--- config.mk ---
export PLATFORM = sky130hd
export DESIGN_NAME = ddrr_refresh_pd
export DESIGN_NICKNAME = d
export VERILOG_FILES = /design/src/ddrr_pkg.sv /design/src/ddrr_pin_if.sv /design/src/ddrr_pin_sync.sv /design/src/ddrr_refresh_pd.sv
export SDC_FILE = /design/constraint.sdc
export NUM_CORES = 1
export LEC_CHECK = 0
export ABC_CLOCK_PERIOD_IN_PS = 6700
export BUFFER_PORTS_ARGS = -buffer_cell sky130_fd_sc_hd__clkbuf_2
export CAP_MARGIN = 20
export CORE_MARGIN = 10
export CORE_UTILIZATION = 62
export DETAILED_ROUTE_END_ITERATION = 10
export PLACE_DENSITY = 0.85
export SLEW_MARGIN = 20
export SYNTH_ARGS = -nofsm -noshare
export SYNTH_HDL_FRONTEND = slang
export SYNTH_SLANG_ARGS = --single-unit
--- constraint.sdc ---
create_clock -name core_clk -period 6.7 [get_ports core_clk]
set_input_delay 0.335 -clock core_clk [delete_from_list [all_inputs] [get_ports core_clk]]
set_output_delay 0.335 -clock core_clk [all_outputs]
set_load 0.01 [all_outputs]
--- src/ddrr_pkg.sv ---
package ddrr_pkg;

   // device clock and timing figures
   localparam int CORE_CLK_PS = 25000;
   localparam int T_REFI_NS = 7800;
   localparam int T_RFC_NS = 100;
   localparam int T_REFI_CYC = (T_REFI_NS * 1000) / CORE_CLK_PS;
   localparam int T_RFC_CYC = (T_RFC_NS * 1000 + CORE_CLK_PS - 1) / CORE_CLK_PS;

   localparam int ROW_W = 13;
   localparam int BANK_N = 4;
   localparam int CNT_W = 10;

   localparam logic [ROW_W-1:0] ROW_RST = 13'h0000;
   localparam logic [CNT_W-1:0] REFI_LAST = CNT_W'(T_REFI_CYC - 1);
   localparam logic [CNT_W-1:0] RFC_LAST = CNT_W'(T_RFC_CYC - 1);
   localparam logic [CNT_W-1:0] CNT_RST = 10'h000;

   // command pins packed as {cs_n, ras_n, cas_n, we_n}
   localparam logic [3:0] CMD_REFRESH = 4'h1;
   localparam logic [3:0] CMD_NOP = 4'h7;

   typedef enum logic [1:0] {
      ST_NORMAL,
      ST_SELF_REF,
      ST_PRE_PD,
      ST_ACT_PD
   } ddrr_state_type;

endpackage

--- src/ddrr_pin_if.sv ---
`timescale 1ns/1ps
interface ddrr_pin_if;
   logic ck_rise;
   logic cke;
   logic [3:0] cmd;

   modport sync
   (
      output ck_rise,
      output cke,
      output cmd
   );

   modport core
   (
      input ck_rise,
      input cke,
      input cmd
   );
endinterface

--- src/ddrr_pin_sync.sv ---
`timescale 1ns/1ps
module ddrr_pin_sync
(
   input wire logic core_clk,
   input wire logic rstn,
   input wire logic ce,
   input wire logic ck_pin,
   input wire logic cke_pin,
   input wire logic [3:0] cmd_pin,
   ddrr_pin_if.sync pins
);
   import ddrr_pkg::*;

   logic [5:0] meta_r;
   logic [5:0] sync_r;
   logic ck_prev_r;

   // first stage feeds only the second stage
   always_ff @(posedge core_clk or negedge rstn)
   begin
      if (!rstn)
      begin
         meta_r <= 6'h3F;
         sync_r <= 6'h3F;
         ck_prev_r <= 1'b1;
      end
      else if (ce)
      begin
         meta_r <= {ck_pin, cke_pin, cmd_pin};
         sync_r <= meta_r;
         ck_prev_r <= sync_r[5];
      end
   end

   assign pins.ck_rise = sync_r[5] & ~ck_prev_r;
   assign pins.cke = sync_r[4];
   assign pins.cmd = sync_r[3:0];
endmodule

--- src/ddrr_refresh_pd.sv ---
`timescale 1ns/1ps
// Operation
// - CKE high plus refresh pins decode auto refresh
// - refresh uses internal row counter, banks idle
// - refresh pins with CKE low enter self refresh
// - self refresh ignores all inputs except CKE and CK, whose rise samples it
// - loop off, internal clock gated in self refresh
// - internal refresh happens within minimum CKE time
// - CKE registered low enters power-down
// - idle banks precharge power-down, else active
// - buffers off; loop kept only in fast exit
// - CKE high with NOP or deselect exits
module ddrr_refresh_pd
(
   input wire logic core_clk,
   input wire logic rstn,
   input wire logic ce,
   input wire logic ck_pin,
   input wire logic cke_pin,
   input wire logic cs_n_pin,
   input wire logic ras_n_pin,
   input wire logic cas_n_pin,
   input wire logic we_n_pin,
   input wire logic [ddrr_pkg::BANK_N-1:0] bank_open,
   input wire logic burst_busy,
   input wire logic mode_set_busy,
   input wire logic apd_fast_exit,
   input wire logic init_done,
   output logic refresh_active_r,
   output logic [ddrr_pkg::ROW_W-1:0] refresh_row_r,
   output logic banks_idle_force_r,
   output logic dll_enable_r,
   output logic int_clk_enable_r,
   output logic io_buf_enable_r,
   output logic self_refresh_r,
   output logic pre_pd_r,
   output logic act_pd_r,
   output logic array_lost_r
);
   import ddrr_pkg::*;

   ddrr_pin_if pins ();

   ddrr_pin_sync u_sync
   (
      .core_clk(core_clk),
      .rstn(rstn),
      .ce(ce),
      .ck_pin(ck_pin),
      .cke_pin(cke_pin),
      .cmd_pin({cs_n_pin, ras_n_pin, cas_n_pin, we_n_pin}),
      .pins(pins.sync)
   );

   ddrr_state_type state_r;
   ddrr_state_type state_nxt;
   logic cke_prev_r;
   logic cke_seen_r;
   logic [CNT_W-1:0] rfc_cnt_r;
   logic [CNT_W-1:0] refi_cnt_r;
   logic is_refresh;
   logic is_nop;
   logic auto_ref;
   logic sref_tick;
   logic start_ref;

   assign is_refresh = (pins.cmd == CMD_REFRESH);
   assign is_nop = pins.cmd[3] | (pins.cmd == CMD_NOP);
   assign auto_ref = pins.ck_rise & (state_r == ST_NORMAL) & cke_prev_r & pins.cke & is_refresh;

   // cke_prev_r registers cke only on link clock rising edges; cke_seen_r samples it every cycle
   always_ff @(posedge core_clk or negedge rstn)
   begin
      if (!rstn)
         cke_prev_r <= 1'b1;
      else if (ce && pins.ck_rise)
         cke_prev_r <= pins.cke;
   end

   always_comb
   begin
      state_nxt = state_r;
      if (pins.ck_rise)
      begin
         case (state_r)
            ST_NORMAL:
            begin
               if (cke_prev_r && !pins.cke)
               begin
                  if (is_refresh)
                     state_nxt = ST_SELF_REF;
                  else if (bank_open == '0)
                     state_nxt = ST_PRE_PD;
                  else
                     state_nxt = ST_ACT_PD;
               end
            end
            ST_SELF_REF:
            begin
               // command pins are not looked at here
               if (pins.cke)
                  state_nxt = ST_NORMAL;
            end
            ST_PRE_PD, ST_ACT_PD:
            begin
               if (pins.cke && is_nop)
                  state_nxt = ST_NORMAL;
            end
            default:
               state_nxt = ST_NORMAL;
         endcase
      end
   end

   always_ff @(posedge core_clk or negedge rstn)
   begin
      if (!rstn)
         state_r <= ST_NORMAL;
      else if (ce)
         state_r <= state_nxt;
   end

   // self refresh: first internal refresh right at entry, then every interval
   assign sref_tick = (state_r == ST_SELF_REF) && (refi_cnt_r == CNT_RST);
   assign start_ref = (auto_ref || sref_tick) && !refresh_active_r;

   always_ff @(posedge core_clk or negedge rstn)
   begin
      if (!rstn)
         refi_cnt_r <= CNT_RST;
      else if (ce)
      begin
         if (state_r != ST_SELF_REF)
            refi_cnt_r <= CNT_RST;
         else if (refi_cnt_r == REFI_LAST)
            refi_cnt_r <= CNT_RST;
         else
            refi_cnt_r <= refi_cnt_r + 10'h001;
      end
   end

   // refresh engine; the external address bus is never sampled
   always_ff @(posedge core_clk or negedge rstn)
   begin
      if (!rstn)
      begin
         refresh_active_r <= 1'b0;
         rfc_cnt_r <= CNT_RST;
         refresh_row_r <= ROW_RST;
         banks_idle_force_r <= 1'b0;
      end
      else if (ce)
      begin
         banks_idle_force_r <= 1'b0;
         if (start_ref)
         begin
            refresh_active_r <= 1'b1;
            rfc_cnt_r <= CNT_RST;
         end
         else if (refresh_active_r)
         begin
            if (rfc_cnt_r == RFC_LAST)
            begin
               refresh_active_r <= 1'b0;
               refresh_row_r <= refresh_row_r + 13'h0001;
               banks_idle_force_r <= 1'b1;
            end
            else
               rfc_cnt_r <= rfc_cnt_r + 10'h001;
         end
      end
   end

   // low-power side effects follow the next state so they line up with entry
   always_ff @(posedge core_clk or negedge rstn)
   begin
      if (!rstn)
      begin
         dll_enable_r <= 1'b1;
         int_clk_enable_r <= 1'b1;
         io_buf_enable_r <= 1'b1;
         self_refresh_r <= 1'b0;
         pre_pd_r <= 1'b0;
         act_pd_r <= 1'b0;
      end
      else if (ce)
      begin
         self_refresh_r <= (state_nxt == ST_SELF_REF);
         pre_pd_r <= (state_nxt == ST_PRE_PD);
         act_pd_r <= (state_nxt == ST_ACT_PD);
         int_clk_enable_r <= (state_nxt != ST_SELF_REF);
         io_buf_enable_r <= (state_nxt == ST_NORMAL);
         case (state_nxt)
            ST_SELF_REF: dll_enable_r <= 1'b0;
            ST_PRE_PD: dll_enable_r <= 1'b0;
            ST_ACT_PD:
            begin
               // the fast exit choice is latched at entry only
               if (state_r != ST_ACT_PD)
                  dll_enable_r <= apd_fast_exit;
            end
            default: dll_enable_r <= 1'b1;
         endcase
      end
   end

   // cke falling outside a registered edge while an access or mode set runs
   always_ff @(posedge core_clk or negedge rstn)
   begin
      if (!rstn)
         cke_seen_r <= 1'b1;
      else if (ce)
         cke_seen_r <= pins.cke;
   end

   always_ff @(posedge core_clk or negedge rstn)
   begin
      if (!rstn)
         array_lost_r <= 1'b0;
      else if (ce)
      begin
         // a new loss beats a simultaneous completion of re-initialisation
         if (cke_seen_r && !pins.cke && state_r == ST_NORMAL && (burst_busy || mode_set_busy))
            array_lost_r <= 1'b1;
         else if (init_done)
            array_lost_r <= 1'b0;
      end
   end
endmodule

==> results of run 1 <==
[power by group through the flow]
| stage | logic [mW] | clock network, mW | registers (mW) |
|---|---|---|---|
| 3_5_place_dp | 0.333 | 0 | 0.537 |
| 5_1_grt | 0.375 | 0.339 | 0.545 |
| 6_report | 0.333 | 0.317 | 0.532 |
| 2_1_floorplan | 0.256 | 0 | 0.516 |
| 4_1_cts | 0.336 | 0.320 | 0.531 |
| 3_3_place_gp | 0.322 | 0 | 0.532 |
[synth_stat cells (6+ instances only)]
master	instances	area share (%)
nand4_1	6	1.3
ha_1	8	3.4
nor3_1	9	1.5
nor2_1	19	2.4
inv_1	10	1.3
dfstp_2	18	16
nand2_1	18	2.3
nand3_1	20	3.4
mux2_2	21	8.0
xnor2_1	13	3.9
dfrtp_1	41	35
o21ai_0	11	1.9
[per-layer routing]
| layer | share of wire (%) | wire, microns |
|---|---|---|
| met5 | 0 | 0 |
| met3 | 6.1 | 373 |
| met2 | 49 | 3000 |
| met4 | 1.1 | 68 |
| met1 | 43 | 2650 |
[cell type report]
type                            count  area share (%)
Sequential cell                    59            44.5
Multi-Input combinational cell    191            40.7
Timing Repair Buffer               39            5.87
Clock buffer                       11            4.20
Tap cell                           54            2.01
Clock inverter                      5            1.56
Inverter                           10            1.12
[logic make-up (layout without fill, tap and decap cells)]
kind of cell,Yosys count,in the layout,synth area share [%]
AOI/OAI and AO/OA,39,39,10.1
DFF,59,59,50.7
adders and majority gates,8,8,3.39
muxes,25,25,9.35
and+or+nand+nor,102,102,18.5
xor gates and xnor gates,17,17,5.04
buffers and inverters,18,65,2.96
[state kept, by name, summed over array words and instances (netlist names)]
signal              cells
int_clk_enable_r        1
pre_pd_r                1
refresh_active_r        1
refi_cnt_r             10
refresh_row_r          13
self_refresh_r          1
u_sync.ck_prev_r        1
state_r                 2
array_lost_r            1
act_pd_r                1
cke_seen_r              1
banks_idle_force_r      1
u_sync.meta_r           6
u_sync.sync_r           6
rfc_cnt_r              10
io_buf_enable_r         1
cke_prev_r              1
dll_enable_r            1
[how the worst max path moves through the flow]
stage,end,cells past startpoint
3_3_place_gp,rfc_cnt_r[2],5
2_1_floorplan,rfc_cnt_r[9],5
4_1_cts,rfc_cnt_r[9],5
5_1_grt,dll_enable_r,9
6_report,rfc_cnt_r[9],5
3_5_place_dp,rfc_cnt_r[2],5
==> summary.md, run 1 <==
| Metric | Value |
|---|---|
| Status | complete, no violations |
| Post-Syn Instances | 268 |
| Post-synthesis async set-or-reset flop share | 100% |
| Dpl cells | 353 |
| Most frequent cells in the layout | dfrtp_1 (41), clkbuf_2 (38), mux2_2 (21) |
| Worst hold path type | in -> async |
| WL per Instance | approximately 17 microns |
| Internal power | approximately 800 uW |
| CTS root buffer | clkbuf_8 |
| Multi-input logic area | 1370 sq um |
| DIE WIDTH | 89.1 microns |
| CTS hold repair buffers | 0 |
| DIE HEIGHT | 89.1 microns |
| Util after Layout | between 70 and 80% |
| DR iter-0 viols | between 150 and 200 |
| Place WS | about 4300 ps |
| Layout filler cell count | 313 |
| Nets | 335 |
| Number of global-route vias before repair | 2186 |
| Port-buffer cells | 38 |
| Initial Utilization | about 63% |
| Synth cell types | 54 |
| Mean Syn Cell Area | ~11 sq um |
| Worst path cell trace | or4b_4 -> or3_4 -> o21ai_1 -> mux2_2 -> a311oi_1 |
| Layout area overhead | 13.8% |
| CP max FO | 4 |
| Busiest grt layer | met2 |
| Power Total | 1.18 mW |
| Net Count, Synth | 293 |
| Commonest non-fill, non-tap cell in the layout | dfrtp_1 |
| Ratio of cells with drive above 1 in the final layout | between 30 and 40% |
| P_leak | 1.53 nW |
| Seq pwr share | roughly 45% |
| I/O pin cnt | 39 |
| Clock Path Buffers | 2 |
| Cell area after synthesis | 2960 sq um |
| H-tree Lvls | 3 |
| Antenna cell count | 0 |
| GR Util met1 | 21.4% |
| Core Rows | 25 |
| DIE AREA | around 8000 sq um |
| Finished Layout Cells | around 370 |
| Crit Path Class | reg -> reg |
| Worst Path Required | 6940 ps |
| PD cells | 351 nW/um^2 |
| Number of flops mapped to enable cells by yosys | 0 |
| Clock tree from TritonCTS | yes |
| Register area share after synthesis | 50.7% |
| P_sw | 399 uW |
| Crit path buffers/inverters | 0 |
| CP startpoint kind | flop |
| Final min period | 2360 ps |
| Gr usage total | 16.6% |
| VDD IR max | 0.000206 V |
| Post-CTS Setup Bufs | 0 |
| FF/Latch Area | 1500 sq um |
| Clock Latency Late Sink | 340 ps |
| Cts repair resizes | 0 |
| RSZ-0062 raised after global routing | no |
| Clk pwr share | between 20% and 30% |
| Total CTS buffers | 9 |
| Slew Limit Fails | 0 |
| Placer Congestion | ~0.84 |
| Reg2reg end | rfc_cnt_r[9] |
| Register-to-register setup slack | 4340 ps |
| Design Area, Final | around 3400 sq um |
| GRT met2 Usage | roughly a quarter |
| Via density per instance | 5.88 |
| Slowest cell on crit path | dfstp_2 |
| Final setup fails | 0 |
| Slowest Stage Delay on Critical Path | between 500 and 600 ps |
| Worst Skew | between 7 and 8 ps |
| # DRC | 0 |
| Setup ws final | ~4300 ps |
| Core area | roughly 4700 sq um |
| Initial antenna violation count | 0 |
| Reg2reg start | u_sync.sync_r[0] |
| Routed WL | 6.09 mm |
| TritonRoute pass-1 iters | 4 |
| Hold WS | approximately 140 ps |
| Post-DP Area | ~3200 sq um |
| Slew @ Worst Pin | 826 ps |
| Post-DP HPWL | 4.29 mm |
| Crit share post-route | 35.3% |
| CP Capture Type | flop |
| Setup TNS | 0 ps |
| Congestion Overflow GR | 0 |
| FF-to-FF path depth | 5 |
| # Max-Cap Violations | 0 |
| First-pass GRT wire length | 10.3 mm |
| Fmax | 423 MHz |
| Vias | ~2200 |
| Crit path max-delay family | simple AND/OR/NAND/NOR gates |
| Grt met3 use | 5.65% |
| Worst EP arrival | 2600 ps |
| DRT antenna net count | 0 |
| Clock slew at reported path FFs | 70 ps |
| Synthesized flop and latch total | 59 |
| Switching part of the total power | between 30% and 40% |
| Endpoints failing hold | 0 |
| Main synth FF type | dfrtp_1 |
| Sink Count | between 50 and 60 |
| Largest net degree at the start of global routing | 60 |
| Comb power frac | 28.2% |
| Synthesis Warnings | 0 |
| Crit. Startpoint | u_sync.sync_r[0] |
| Slew margin rel. | 44.9% |
Power figures use the tool's default switching activity.
==> run 2, diff against run 1 <==
ABC_AREA = 1   (was default)
ABC_CLOCK_PERIOD_IN_PS = 2200   (was 6700)
CORE_UTILIZATION = 58   (was 62)
PLACE_DENSITY = 0.8   (was 0.85)
clock period = 2.2 ns   (was 6.7 ns; I/O delays follow)
==> run 2 against run 1 <==
Via count increased by 21%. Non-clock buffer count increased by 8. Register-to-register slack got worse by 4100 ps. Clock power increased to 3.7 times the previous value. Design area increased by 9.6%. Fmax increased by 20%. Flip-flop and latch count unchanged. Largest cell class unchanged. Critical path depth increased by 5. Clock skew decreased by 1.9 ps. Sequential share of layout area decreased by 3.9 points. Final cell count increased by 39%.
==> summary.md, run 2 <==
| Metric | Value |
|---|---|
| Placer Congestion | 0.888 (+5.7%) |
| Nets | 463 (+38%) |
| Most frequent cells after synthesis | nand2_1 (115), inv_1 (43), nor2_1 (43) |
| Final setup fails | 0 (unchanged) |
| Slew @ Worst Pin | 695 ps (-131 ps) |
| CP Capture Type | flop |
| Layout filler cell count | 413 (+32%) |
| Crit Path Class | reg -> reg |
| Final min period | 1970 ps (-394 ps) |
| Compound-Gate Fraction of Synth Area | 5.50% (-4.6 points) |
| Cell area after synthesis | 3100 sq um (+4.7%) |
| Post-Syn Instances | 386 (+44%) |
| Most frequent cell on the critical path | nand2_1 |
| Slowest Stage Delay on Critical Path | 430 ps (-110 ps) |
| DIE WIDTH | 93.1 microns (+4.5%) |
| Synthesized-area fraction occupied by and/or/nand/nor cells | 30.9% (+12 points) |
| Initial Utilization | 60.2% (-3.2 points) |
| I/O pin cnt | 39 (unchanged) |
| Slew Limit Fails | 0 (unchanged) |
| Ratio of cells with drive above 1 in the final layout | 20.3% (-13 points) |
| Total CTS buffers | 9 (unchanged) |
| Port-buffer cells | 38 (unchanged) |
| Status | complete, no violations |
| VDD IR max | 0.000890 V (+330%) |
| Hold path start | init_done |
| Net Count, Synth | 411 (+40%) |
| # DRC | 0 (unchanged) |
| P_leak | 1.88 nW (+23%) |
| Vias | 2634 (+21%) |
| DRT antenna net count | 0 (unchanged) |
| DR iter-0 viols | 108 (-45%) |
| Routed WL | 6.72 mm (+10%) |
| Core Rows | 26 (+4.0%) |
| Post-DP Area | 3370 sq um (+6.4%) |
| Design Area, Final | 3690 sq um (+9.6%) |
| Synth top area cells | dfrtp_1 (33%), dfstp_2 (15%), nand2_1 (14%) |
| DIE AREA | 8660 sq um (+9.2%) |
| Worst path cell trace | nor2_1 -> nand2_1 -> nor2_1 -> nand2_1 -> o21ai_1 -> ha_1 -> inv_1 -> o31ai_2 -> nand2_1 -> o21ai_0 |
| Synthesis Warnings | 0 (unchanged) |
| Crit path buffers/inverters | 1 (+1) |
| Synthesized flop and latch total | 59 (unchanged) |
| WL per Instance | 13.1 microns (-21%) |
| Congestion Overflow GR | 0 (unchanged) |
| Adder-Cell Fraction of Synth Area | 3.23% (-0.15 points) |
| Worst hold path type | in -> reg |
| Clock slew at reported path FFs | 70 ps (about the same) |
| Register area share after synthesis | 48.4% (-2.3 points) |
| Post-synth top area cell | dfrtp_1 |
| CP max FO | 4 (unchanged) |
| Via density per instance | 5.13 (-13%) |
| Slew margin rel. | 53.7% (+8.7 points) |
| DIE HEIGHT | 93.1 microns (+4.5%) |
| Endpoints failing hold | 0 (unchanged) |
| Share of the synthesized area in the top cell type | 33.1% (-1.6 points) |
| Clock Latency Late Sink | 340 ps (about the same) |
| Max FFs per register | 13 (unchanged) |
| Fmax | 508 MHz (+20%) |
| Clock tree from TritonCTS | yes |
| Reg2reg start | state_r[0] |
| Main synth FF type | dfrtp_1 |
| Xor/xnor share of the synthesized area | 4.81% (-0.23 points) |
| Antenna cell count | 0 (unchanged) |
| Initial antenna violation count | 0 (unchanged) |
| Core area | 5140 sq um (+10%) |
| PD cells | 1010 nW/um^2 (+190%) |
| Post-DP HPWL | 4.91 mm (+15%) |
| Largest net degree at the start of global routing | 35 (-42%) |
| Worst Skew | 5.29 ps (-1.92 ps) |
| Worst EP arrival | 2240 ps (-360 ps) |
| Gr usage total | 16.8% (+0.21 points) |
| Most frequent cells in the layout | nand2_1 (115), inv_1 (43), nor2_1 (42) |
| Sink Count | 59 (unchanged) |
| Synth cell types | 34 (-37%) |
| TritonRoute pass-1 iters | 4 (unchanged) |
| Largest regs | refresh_row_r x13, refi_cnt_r x10, rfc_cnt_r x10 |
| Power Total | 3.71 mW (+210%) |
| H-tree Lvls | 3 (unchanged) |
| Crit. Startpoint | state_r[0] |
| Post-synthesis async set-or-reset flop share | 100% (unchanged) |
| Post-CTS Setup Bufs | 0 (unchanged) |
| Crit path max-delay family | compound AO/OA/AOI/OAI gates |
| # Max-Cap Violations | 0 (unchanged) |
| Number of flops mapped to enable cells by yosys | 0 (unchanged) |
| Largest family of logic cells by synthesized area | simple AND/OR/NAND/NOR gates |
| Mux cell area share after synthesis | 0.647% (-8.7 points) |
| CTS root buffer | clkbuf_8 |
| CP startpoint kind | flop |
| Commonest non-fill, non-tap cell in the layout | nand2_1 |
| Slowest cell on crit path | dfrtp_1 |
| Worst Path Required | 2470 ps (-4470 ps) |
| Reg with most FFs | refresh_row_r |
| Layout area overhead | 19.2% |
| Number of global-route vias before repair | 2784 (+27%) |
| First-pass GRT wire length | 12.1 mm (+17%) |
| Crit share post-route | 89.5% (+54 points) |
| Mean Syn Cell Area | 8.02 sq um (-27%) |
| Clock Path Buffers | 2 (unchanged) |
| Most common cell in the netlist | nand2_1 |
## run 2: what timing repair did
item / CTS / global route
gates resized for setup: 0 / 3
endpoints found under the setup margin: 0 / 1
hold buffers: 7 / 0
endpoints found under the hold margin: 25 / 0
## run 2: metrics by stage
stage	hold slack (ps)	std cells	setup TNS, ps	util [%]	worst slack [ps]
floorplan	-186	386	0	-	401
global route	32.1	513	-2.40	71.8	-2.40
CTS	8.48	513	0	71.6	124
global placement	186	490	0	65.7	310
finish	19.0	513	0	71.8	230
detailed placement	184	490	0	65.7	145
## run 2: cell type report
cell class | count | area (sq um) | share of cell area (%)
well taps | 70 | 87.6 | 2.37
repair buffers | 47 | 288 | 7.80
inverters | 46 | 175 | 4.75
flip-flops and latches | 59 | 1500 | 40.6
clock buffers | 12 | 166 | 4.51
multi-input cells | 275 | 1400 | 38.0
clock inverters | 4 | 70.1 | 1.90
## run 2: cell families after synthesis
family / count (synthesis)
mux: 2
buf+inv: 52
fa+ha+maj: 8
compound gates: 31
flops: 59
simple gates: 217
xor+xnor: 17
## run 2: power by group
part / leakage (nW) / switching (mW) / internal (mW)
combinational: 1.03 / 0.651 / 0.381
sequential: 0.727 / 0.188 / 1.33
clock: 0.121 / 0.432 / 0.734
## run 2: worst paths after layout
path / endpoint / slack (ps) / cells after the start
setup / recovery: dll_enable_r / 230 / 10
hold / removal: array_lost_r / 20 / 4
max in group asynchronous: u_sync.meta_r[1] / 1170 / 3
hold reg to reg: u_sync.meta_r[3] / 470 / 2
setup reg to reg: dll_enable_r / 230 / 10
min in group asynchronous: rfc_cnt_r[6] / 340 / 2
## run 2: worst min-delay path, stage by stage
cell,delay (ps)
clkbuf_2,70
nand2_1,40
nand2_1,50
nand2_1,50
## run 2: metal layers
layer  global-route usage, %  share of wire (%)  vias to the layer above
li1                        -                  -                     1328
met1                    19.9                 45                     1256
met2                    27.9                 49                       41
met3                    4.40                4.7                        9
met4                    8.10                1.7                        0
met5                       0                  0                        -
==> run 3, diff against run 2 <==
CORE_UTILIZATION = 60   (was 58)
CTS_BUF_LIST = sky130_fd_sc_hd__clkbuf_2   (was default)
PLACE_DENSITY = 0.82   (was 0.8)
==> run 3 against run 2 <==
Utilization down 0.87 points. Critical endpoint unchanged. Die area down 2.6%. Clock power down 43%. Non-clock buffer count up 3. Combinational power about the same. Via count down 0.91%. Highest routed layer unchanged. Flip-flop and latch count unchanged.
==> summary.md, run 3 (same netlist as run 2, synthesis figures left out) <==
| Metric | Value |
|---|---|
| Status | complete, no violations |
| Clock tree from TritonCTS | yes |
| Via density per instance | 5.06 (-1.5%) |
| Layout area overhead | 15.5% |
| Final min period | 1980 ps (+7.05 ps) |
| # Max-Cap Violations | 0 (unchanged) |
| Crit Path Class | reg -> reg |
| Crit. Startpoint | u_sync.sync_r[0] |
| Port-buffer cells | 38 (unchanged) |
| Finished Layout Cells | 516 (+0.58%) |
| Largest net degree at the start of global routing | 60 (+71%) |
| RSZ-0062 raised after global routing | no |
| Most frequent cell on the critical path | nand2_1 |
| DIE AREA | 8430 sq um (-2.6%) |
| CP startpoint kind | flop |
| I/O pin cnt | 39 (unchanged) |
| Grt met3 use | 6.60% (+2.2 points) |
| Slowest Stage Delay on Critical Path | 570 ps (+140 ps) |
| GRT met2 Usage | 28.7% (+0.81 points) |
| Total CTS buffers | 9 (unchanged) |
| FF-to-FF path depth | 13 (+3) |
| Design Area, Final | 3570 sq um (-3.1%) |
| First-pass GRT wire length | 11.8 mm (-2.3%) |
| CP Capture Type | flop |
| Congestion Overflow GR | 0 (unchanged) |
| Core Rows | 26 (unchanged) |
| Largest regs | refresh_row_r x13, refi_cnt_r x10, rfc_cnt_r x10 |
| Worst hold path type | in -> reg |
| PD cells | 902 nW/um^2 (-10%) |
| Post-DP HPWL | 4.81 mm (-2.1%) |
| Gr usage total | 17.0% (+0.14 points) |
| Worst path cell trace | nand2_1 -> nor2_2 -> inv_1 -> nand2_1 -> nand2_1 -> nand3_1 -> o21ai_1 -> inv_1 -> ha_1 -> inv_1 -> o31ai_2 -> nand2_1 -> o21ai_0 |
| Max FFs per register | 13 (unchanged) |
| Layout filler cell count | 400 (-3.1%) |
| Clock Latency Late Sink | 480 ps (+140 ps) |
| DRT antenna net count | 0 (unchanged) |
| Slowest cell on crit path | dfstp_2 |
| Reg2reg start | u_sync.sync_r[0] |
| CTS root buffer | clkbuf_2 |
| Register-to-register setup slack | 220 ps (about the same) |
| Ratio of cells with drive above 1 in the final layout | 20.2% (-0.14 points) |
| Endpoints failing hold | 0 (unchanged) |
| Worst Path Required | 2630 ps (+160 ps) |
| # DRC | 0 (unchanged) |
| Power Total | 3.22 mW (-13%) |
| Worst EP arrival | 2400 ps (+160 ps) |
| Util after Layout | 70.9% (-0.87 points) |
| Crit path buffers/inverters | 3 (+2) |
| Place WS | 124 ps (-20.3 ps) |
| Slew @ Worst Pin | 728 ps (+33.0 ps) |
| Worst Skew | 25.6 ps (+20.3 ps) |
| Setup ws final | 223 ps (-7.05 ps) |
| Commonest non-fill, non-tap cell in the layout | nand2_1 |
| Hold depth | 3 (-1) |
| Hold WS | 73.7 ps (+54.7 ps) |
| Reg with most FFs | refresh_row_r |
| DIE HEIGHT | 91.8 microns (-1.3%) |
| VDD IR max | 0.000630 V (-29%) |
| Slew margin rel. | 51.5% (-2.2 points) |
| Crit path max-delay family | flip-flops |
| WL per Instance | 13.2 microns (+1.0%) |
| Hold path start | ce |
| Busiest grt layer | met2 |
| DR iter-0 viols | 121 (+12%) |
| Clock Path Buffers | 2 (unchanged) |
| CP max FO | 3 (-1) |
| Fmax | 506 MHz (-0.36%) |
| Reg2reg end | dll_enable_r |
| Sink Count | 59 (unchanged) |
| Initial antenna violation count | 0 (unchanged) |
| H-tree Lvls | 3 (unchanged) |
| DIE WIDTH | 91.8 microns (-1.3%) |
| Most frequent cells in the layout | nand2_1 (115), clkbuf_2 (48), inv_1 (43) |
| Slew Limit Fails | 0 (unchanged) |
| Routed WL | 6.83 mm (+1.6%) |
| Crit share post-route | 89.8% (+0.32 points) |
| GR Util met1 | 18.9% (-0.96 points) |
| Placer Congestion | 0.863 (-2.8%) |
| Number of global-route vias before repair | 2678 (-3.8%) |
| TritonRoute pass-1 iters | 6 (+2) |
| Final setup fails | 0 (unchanged) |
| Vias | 2610 (-0.91%) |
| P_leak | 1.84 nW (-2.0%) |
| Initial Utilization | 61.4% (+1.2 points) |
| Dpl cells | 490 (unchanged) |
| Post-DP Area | 3360 sq um (-0.37%) |
| Hold Path End | cke_prev_r |
| Core area | 5040 sq um (-1.9%) |
| Setup TNS | 0 ps (unchanged) |
| Clock slew at reported path FFs | 170 ps (+100 ps) |
| Antenna cell count | 0 (unchanged) |
| Nets | 466 (+0.65%) |
==> run 3: cell type report <==
class | instances | area [sq um] | area share (%)
clock buffers | 10 | 50.0 | 1.40
clock inverters | 6 | 55.1 | 1.54
inverters | 46 | 175 | 4.90
multi-input cells | 275 | 1400 | 39.2
flip-flops and latches | 59 | 1500 | 41.9
well taps | 70 | 87.6 | 2.45
repair buffers | 50 | 305 | 8.54
==> run 3: routing by layer <==
metal / part of all wire (%) / up-vias
met1: 41 / 1205
met4: 1.8 / 0
met3: 6.2 / 14
met5: 0 / -
li1: - / 1325
met2: 51 / 66
==> run 3: worst max-delay path by stage <==
stage,to,slack [ps],depth (start not counted)
after global placement,dll_enable_r,280,13
after detailed placement,dll_enable_r,120,13
after global routing,dll_enable_r,20,13
after floorplan,dll_enable_r,400,13
final,dll_enable_r,220,13
after CTS,dll_enable_r,80,13
==> run 3: worst register-to-register path: stages, from the launching register on <==
cell and delay [ps]:
dfstp_2 570, nand2_1 70, nor2_2 160, inv_1 80
nand2_1 60, nand2_1 50, nand3_1 80, o21ai_1 140
inv_1 120, ha_1 190, inv_1 70, o31ai_2 210
nand2_1 70, o21ai_0 70
==> run 3: timing repair <==
item,CTS,global route
buffers inserted,0,0
resized for setup,0,3
endpoints found under the hold margin,49,0
endpoints found under the setup margin,0,1
hold buffers,10,0
==> run 3: power breakdown <==
group	switching, mW	internal (mW)
registers	0.183	1.33
logic	0.663	0.390
clock network	0.403	0.259
